[config.mk]
export PLATFORM = sky130hd
export DESIGN_NAME = wdt_trap_dev_flat
export DESIGN_NICKNAME = d
export VERILOG_FILES = /design/src/wdt_trap_if.sv /design/src/wdt_trap_dev.sv /design/src/flat_wrapper.sv
export VERILOG_INCLUDE_DIRS = /design/src
export SDC_FILE = /design/constraint.sdc
export NUM_CORES = 1
export LEC_CHECK = 0
export ABC_AREA = 0
export BUFFER_PORTS_ARGS = -buffer_cell sky130_fd_sc_hd__buf_2
export CORE_ASPECT_RATIO = 0.9
export CORE_MARGIN = 3
export CORE_UTILIZATION = 50
export DETAILED_ROUTE_END_ITERATION = 10
export GPL_TIMING_DRIVEN = 0
export HOLD_SLACK_MARGIN = 0.08
export PLACE_DENSITY = 0.75
export SYNTH_ARGS = -nofsm -noshare
export SYNTH_HDL_FRONTEND = slang
export SYNTH_SLANG_ARGS = --single-unit
[constraint.sdc]
create_clock -name core_clk -period 3.6 [get_ports core_clk]
set_clock_uncertainty 0.2 [all_clocks]
set_input_delay 0.36 -clock core_clk [delete_from_list [all_inputs] [get_ports core_clk]]
set_output_delay 0.36 -clock core_clk [all_outputs]
set_load 0.02 [all_outputs]
[src/wdt_trap_cfg.svh]
// constants for the watchdog / fetch trap block
// assumes inclusion by both ends, the checker and the bench
`ifndef WDT_TRAP_CFG_SVH
`define WDT_TRAP_CFG_SVH
`define CFG_ADDR 16'h0034
`define CMD_ADDR 16'h0035
`define CODE_COMMIT 8'hd2
`define CODE_CLEAR 8'h4e
`define CODE_DISABLE 8'hb1
`define BIT_ATRAM 5
`define BIT_ATACT 4
`define BIT_EN 3
`define BIT_PER_HI 2
`define BIT_PER_LO 1
`define BIT_ACT 0
`define CFG_RESET 8'h39
`define RST_HOLD_NS 240
`define CLK_NS 10
`define RST_HOLD_CYC ((`RST_HOLD_NS) / (`CLK_NS))
`define SFR_LO 16'h0000
`define SFR_HI 16'h003f
`define RAM_LO 16'h0040
`define RAM_HI 16'h023f
`endif

[src/wdt_trap_if.sv]
// bus between the core and the watchdog block
// assumes a single clock shared by both ends
`timescale 1ns/1ps
interface wdt_trap_if;
   logic wr_en;
   logic [15:0] wr_addr;
   logic [7:0] wr_data;
   logic fetch_en;
   logic [15:0] fetch_addr;
   logic interrupt_master_flag;
   logic low_speed;
   logic tap_sel;
   logic low_clk_tick;
   logic wdt_irq;
   logic trap_irq;
   logic reset_n;
   modport dev (
      input wr_en, wr_addr, wr_data, fetch_en, fetch_addr, interrupt_master_flag, low_speed, tap_sel,
      input low_clk_tick,
      output wdt_irq, trap_irq, reset_n
   );
   modport core (
      output wr_en, wr_addr, wr_data, fetch_en, fetch_addr, interrupt_master_flag, low_speed, tap_sel,
      output low_clk_tick,
      input wdt_irq, trap_irq, reset_n
   );
endinterface

[src/wdt_trap_dev.sv]
// watchdog with instruction fetch trap, device end
// assumes core writes and fetches are single-cycle strobes on core_clk
//
// Contract
// - enable bit set at reset, counting when set
// - disable: clear imf, 4e, enable 0, b1
// - disable code accepted only while enable is 0
// - counters held cleared while disabled
// - period select picks overflow time per clock
// - clear code resets binary stage, prescaler runs
// - interrupt action cannot return to reset action
// - action 0 overflow raises watchdog interrupt
// - watchdog interrupt ignores interrupt master flag
// - new watchdog interrupt preempts, old stays pending
// - stack pointer set before choosing interrupt action
// - action 1 overflow drives reset pin low
// - watchdog reset lasts at most 24 high clocks
// - command codes d2, 4e, b1; others ignored
// - trap controls share config and command addresses
// - ram trap enable takes effect after d2
// - ram code needs trap enable cleared, committed
// - fetch from special area always traps
// - action 0 trap raises fetch trap interrupt
// - trap interrupt non-maskable, preempts, old pending
// - stack pointer set before any trap
// - action 1 trap drives reset pin low
// - trap reset lasts at most 24 high clocks
`timescale 1ns/1ps
`include "wdt_trap_cfg.svh"
module wdt_trap_dev #(
   parameter int PRE_W = 23
) (
   // clock and reset
   input wire logic core_clk,
   input wire logic rst,
   // core side
   wdt_trap_if.dev bus
);
   localparam logic [4:0] HOLD = 5'(`RST_HOLD_CYC);
   typedef struct packed {
      logic [7:0] cfg;
      logic ram_trap;
      logic [PRE_W-1:0] pre;
      logic [1:0] bin;
      logic tap_prev;
      logic [4:0] hold;
      logic wdt_irq;
      logic trap_irq;
      logic reset_n;
   } state_type;
   state_type s_q;
   state_type s_d;
   logic enable;
   logic [4:0] tap;
   logic tap_bit;
   logic tick;
   logic cfg_wr;
   logic cmd_wr;
   logic sfr_fetch;
   logic ram_fetch;
   logic trap;
   logic ovf;
   always_comb begin
      enable = s_q.cfg[`BIT_EN];
      // period select to prescaler tap
      // low clock: 2^17..2^11 of low_clk_tick, tap 14 down to 8 (binary adds 2 bits)
      // high clock: 2^25..2^19, tap 22 down to 16
      if (bus.low_speed || bus.tap_sel) begin
         tap = 5'd14 - {2'b00, s_q.cfg[`BIT_PER_HI:`BIT_PER_LO], 1'b0};
      end else begin
         tap = 5'd22 - {2'b00, s_q.cfg[`BIT_PER_HI:`BIT_PER_LO], 1'b0};
      end
      tap_bit = s_q.pre[tap];
      tick = s_q.tap_prev && !tap_bit;
      cfg_wr = bus.wr_en && (bus.wr_addr == `CFG_ADDR);
      cmd_wr = bus.wr_en && (bus.wr_addr == `CMD_ADDR);
      sfr_fetch = bus.fetch_en && (bus.fetch_addr <= `SFR_HI);
      ram_fetch = bus.fetch_en && (bus.fetch_addr >= `RAM_LO)
         && (bus.fetch_addr <= `RAM_HI) && s_q.ram_trap;
      trap = sfr_fetch || ram_fetch;
      ovf = enable && tick && (s_q.bin == 2'b11);
      s_d = s_q;
      s_d.wdt_irq = 1'b0;
      s_d.trap_irq = 1'b0;
      // prescaler: high clock every cycle, low clock on its tick
      if (!enable) begin
         s_d.pre = '0;
         s_d.bin = 2'b00;
      end else begin
         if (!(bus.low_speed || bus.tap_sel) || bus.low_clk_tick) begin
            s_d.pre = s_q.pre + 1'b1;
         end
         if (tick) begin
            s_d.bin = s_q.bin + 2'b01;
         end
      end
      s_d.tap_prev = tap_bit;
      if (cfg_wr) begin
         s_d.cfg[`BIT_ATRAM] = bus.wr_data[`BIT_ATRAM];
         s_d.cfg[`BIT_ATACT] = bus.wr_data[`BIT_ATACT];
         s_d.cfg[`BIT_PER_HI:`BIT_PER_LO] = bus.wr_data[`BIT_PER_HI:`BIT_PER_LO];
         // enable is only cleared by the disable code, set by a write of 1
         if (bus.wr_data[`BIT_EN]) begin
            s_d.cfg[`BIT_EN] = 1'b1;
         end
         s_d.cfg[`BIT_ACT] = s_q.cfg[`BIT_ACT] & bus.wr_data[`BIT_ACT];
         s_d.ram_trap = s_q.ram_trap;
      end
      // pending clear of enable: held in a shadow via bit 7
      if (cfg_wr) begin
         s_d.cfg[7] = ~bus.wr_data[`BIT_EN];
      end
      if (cmd_wr) begin
         case (bus.wr_data)
            `CODE_COMMIT: begin
               s_d.ram_trap = s_q.cfg[`BIT_ATRAM];
            end
            `CODE_CLEAR: begin
               s_d.bin = 2'b00;
            end
            `CODE_DISABLE: begin
               if (s_q.cfg[7]) begin
                  s_d.cfg[`BIT_EN] = 1'b0;
                  s_d.pre = '0;
                  s_d.bin = 2'b00;
               end
            end
            default: begin
            end
         endcase
      end
      // interrupts are pulses straight to the core, ignoring imf
      if (ovf && !s_q.cfg[`BIT_ACT]) begin
         s_d.wdt_irq = 1'b1;
      end
      if (trap && !s_q.cfg[`BIT_ATACT]) begin
         s_d.trap_irq = 1'b1;
      end
      // reset pulse, held for at most 24 high clocks
      if (s_q.hold != 5'd0) begin
         s_d.hold = s_q.hold - 5'd1;
         s_d.reset_n = (s_q.hold == 5'd1);
      end else if ((ovf && s_q.cfg[`BIT_ACT]) || (trap && s_q.cfg[`BIT_ATACT])) begin
         s_d.hold = HOLD;
         s_d.reset_n = 1'b0;
      end
   end
   // the block resets itself with the chip when it pulls the pin
   always_ff @(posedge core_clk or posedge rst) begin
      if (rst) begin
         s_q <= '0;
         s_q.cfg <= `CFG_RESET;
         s_q.ram_trap <= 1'b1;
         s_q.reset_n <= 1'b1;
      end else if (!s_q.reset_n && s_q.hold == 5'd1) begin
         // last low cycle: the pulled pin resets this block as well
         s_q <= '0;
         s_q.cfg <= `CFG_RESET;
         s_q.ram_trap <= 1'b1;
         s_q.reset_n <= 1'b1;
      end else begin
         s_q <= s_d;
      end
   end
   assign bus.wdt_irq = s_q.wdt_irq;
   assign bus.trap_irq = s_q.trap_irq;
   assign bus.reset_n = s_q.reset_n;
endmodule

[src/flat_wrapper.sv]
// flat-port wrapper written by rule: the top's interface ports become plain ports
module wdt_trap_dev_flat 
#(
   parameter int PRE_W = 23
)
  (core_clk, rst, bus_wr_en, bus_wr_addr, bus_wr_data, bus_fetch_en, bus_fetch_addr, bus_interrupt_master_flag, bus_low_speed, bus_tap_sel, bus_low_clk_tick, bus_wdt_irq, bus_trap_irq, bus_reset_n);
  wdt_trap_if bus_i ();
  input wire logic core_clk;
  input wire logic rst;
  input wire logic [$bits(bus_i.wr_en)-1:0] bus_wr_en;
  input wire logic [$bits(bus_i.wr_addr)-1:0] bus_wr_addr;
  input wire logic [$bits(bus_i.wr_data)-1:0] bus_wr_data;
  input wire logic [$bits(bus_i.fetch_en)-1:0] bus_fetch_en;
  input wire logic [$bits(bus_i.fetch_addr)-1:0] bus_fetch_addr;
  input wire logic [$bits(bus_i.interrupt_master_flag)-1:0] bus_interrupt_master_flag;
  input wire logic [$bits(bus_i.low_speed)-1:0] bus_low_speed;
  input wire logic [$bits(bus_i.tap_sel)-1:0] bus_tap_sel;
  input wire logic [$bits(bus_i.low_clk_tick)-1:0] bus_low_clk_tick;
  output wire logic [$bits(bus_i.wdt_irq)-1:0] bus_wdt_irq;
  output wire logic [$bits(bus_i.trap_irq)-1:0] bus_trap_irq;
  output wire logic [$bits(bus_i.reset_n)-1:0] bus_reset_n;
  assign bus_i.wr_en = bus_wr_en;
  assign bus_i.wr_addr = bus_wr_addr;
  assign bus_i.wr_data = bus_wr_data;
  assign bus_i.fetch_en = bus_fetch_en;
  assign bus_i.fetch_addr = bus_fetch_addr;
  assign bus_i.interrupt_master_flag = bus_interrupt_master_flag;
  assign bus_i.low_speed = bus_low_speed;
  assign bus_i.tap_sel = bus_tap_sel;
  assign bus_i.low_clk_tick = bus_low_clk_tick;
  assign bus_wdt_irq = bus_i.wdt_irq;
  assign bus_trap_irq = bus_i.trap_irq;
  assign bus_reset_n = bus_i.reset_n;
  wdt_trap_dev #(.PRE_W(PRE_W)) u_core (.core_clk(core_clk), .rst(rst), .bus(bus_i));
endmodule
==> results.yml <==
status:
  status: "finished, final reports clean"
timing:
  max_freq_mhz: 452.0
  rsz0062_at_grt: "no"
  fin_setup_tns_ps: 0
  slew_viol_final: 0
  period_share_pct: 61.46
  min_period_ps: 2212
  worst_slew_pin_slew_ps: 854.2
  hold_viol: 0
  finalSetupViolCount: 0
  finalWorstSetupSlack_ps: 1388
  relSlewSlack_pct: 42.97
  holdWs_ps: 41.73
worst_setup_path:
  worst-r2r-cell-count: 6
  endpoint_kind: "flip-flop"
  worstPathRequired_ps: 3580
  cp.arrival_ps: 2190
  path_max_fanout: 10
  path_class: "flip-flop to flip-flop"
  reg2reg_from: "u_core.s_q[6]"
  startpoint: "u_core.s_q[6]"
  start_kind: "flip-flop"
clocking:
  cts_resized: 0
  clock_latency_ps: 290
  clockBufferDepth: 2
  clkSlewWorstSetupHoldPaths_ps: 80
  cts_hold_buf: 0
  cts_buffers: 5
  cts_setup_buffers: 0
  cts_num_sinks: 42
  root_buffer: "clkbuf_8"
  htree_levels: 2
  cts_tree: "yes"
finish:
  stdcell_area_sq_mm: 0.002634
  synthToLayoutAreaGrowth_pct: 16.49
  post-route-util_pct: 62.54
  drive_above_1_share_pct: 24.21
  fin_cells: 345
  num-nets-final: 336
  num_antenna_cells: 0
placed_design:
  port_buffers: 43
  place_ws_ps: 1129
  placed_cell_area_sq_mm: 0.002551
  dp_hpwl_mm: 3.504
  dp.cells: 337
  gp_congestion: 0.7920
yosys:
  syn_area_per_cell_sq_um: 9.662
  yosysUniqueCellTypes: 48
  synthArstFlopShare_pct: 100.0
  ys_seq_area_share_pct: 46.82
  ys.flop_type: "dfrtp_1"
  synth_fp_nets: 286
  synth_edf_count: 0
  synth-seq-cells: 42
  yosysWarningCount: 0
  synth_cells: 234
  syn_area_sq_mm: 0.002261
power_and_ir_drop:
  ir_worst_vdd_mv: 0.3014
  power.density_mw_per_mm2: 506.9
  power_mw: 1.335
  p_leak_nw: 1.226
global_route:
  grt_overflow_total: 0
  grt_pass1_wl_mm: 8.052
  antenna_found_initial: 0
  track_usage_pct: 18.43
  grt_start_max_net_pins: 43
  grt_pass1_vias: 1814
floorplan:
  pin_count: 51
  rows: 22
  die_y_um: 69.80
  die_area_sq_mm: 0.005366
  start_util_pct: 53.68
  die_x_um: 76.88
  coreArea_sq_mm: 0.004212
routing:
  first_pass_iters: 4
  vias: 1888
  routedWlPerCell_um: 13.60
  via_per_inst: 5.472
  first_iter_violations: 102
  drc: 0
  detail-route-antenna-nets: 0
  drt-total-wl_mm: 4.692
worst_hold_path:
  hold_path_class: "input pin to asynchronous set/reset pin"
flow_run:
  cap_violations: 0
==> cells in the mapped netlist (all sizes together), types with 2 or more instances <==
library cell	count	share of area, %
dfrtp	36	40
nor2	35	5.8
nand2	22	3.7
xor2	21	8.1
nand3	14	3.1
nand4	11	3.0
nor3	9	2.2
inv	7	1.2
a21oi	6	1.3
dfstp	6	7.0
o21ai	6	1.3
and3	5	1.6
and4	4	1.5
ha	4	2.2
nor4bb	4	1.8
clkbuf	3	0.50
mux2i	3	1.3
nor4	3	0.83
o21bai	3	1.2
or3	3	0.83
xnor2	3	1.2
a31o	2	0.77
and2	2	0.61
buf	2	0.44
mux2	2	1.0
==> cell type report <==
cell class	count	area, sq um
Fill cell	365	1578
Clock buffer	6	72.57
Multi-Input combinational cell	180	1155
Tap cell	60	75.07
Clock inverter	2	10.01
Sequential cell	42	1059
Timing Repair Buffer	43	215.2
Buffer	5	21.27
Inverter	7	26.28
==> critical path, cell delays in order, from the launching register on <==
cell	delay, ps
dfrtp_1	420
nor3_1	440
nand2_1	300
nand2_1	190
o21bai_2	180
buf_2	280
nor2_1	80
==> registers in the layout, summed over array words and instances (netlist names) <==
register,count
u_core.s_q,38
u_core.bus.reset_n,1
u_core.bus.trap_irq,1
u_core.bus.wdt_irq,1
u_core.enable,1
==> metal layers <==
layer  share of wire, %  vias up  routed length (um)  global-route usage [%]
met5                  0        -                   0                       0
li1                   -      937                   -                       -
met3                4.4        4                 208                   3.896
met1                 48      897                2244                   25.10
met2                 47       50                2203                   29.79
met4               0.77        0                  36                   4.829
==> cell usage in the layout, fill, tap and decap left out, drive strengths merged, types with 6 or more instances in the layout <==
master and instances:
a21oi 6, buf 45, clkbuf 9, dfrtp 36
dfstp 6, inv 7, nand2 22, nand3 14
nand4 11, nor2 35, nor3 9, o21ai 6
xor2 21
==> power by group <==
part	internal [mW]	leakage, nW	switching [mW]	total [mW]
clock network	0.135	0.0450	0.159	0.293
registers	0.549	0.550	0.0679	0.617
logic	0.174	0.631	0.251	0.425
==> logic make-up (layout without fill, tap and decap cells) <==
group           count (synthesis)  count (layout)  share of synthesized area (%)
compound gates                 29              29                          10.02
simple gates                  118             118                          27.23
buf+inv                        12              63                          2.103
flops                          42              42                          46.82
mux                             5               5                          2.324
xor+xnor                       24              24                          9.298
fa+ha+maj                       4               4                          2.214
==> path summary, 6_finish.rpt <==
check | to | slack [ps]
worst min-delay path | u_core.s_q[3] | 40
min in group core_clk | u_core.s_q[37] | 120
worst min register to register | u_core.s_q[35] | 300
max in group asynchronous | u_core.s_q[10] | 2620
worst max-delay path | u_core.s_q[32] | 1390
worst max register to register | u_core.s_q[32] | 1390
Note: power is estimated with default switching activity, not from simulation.
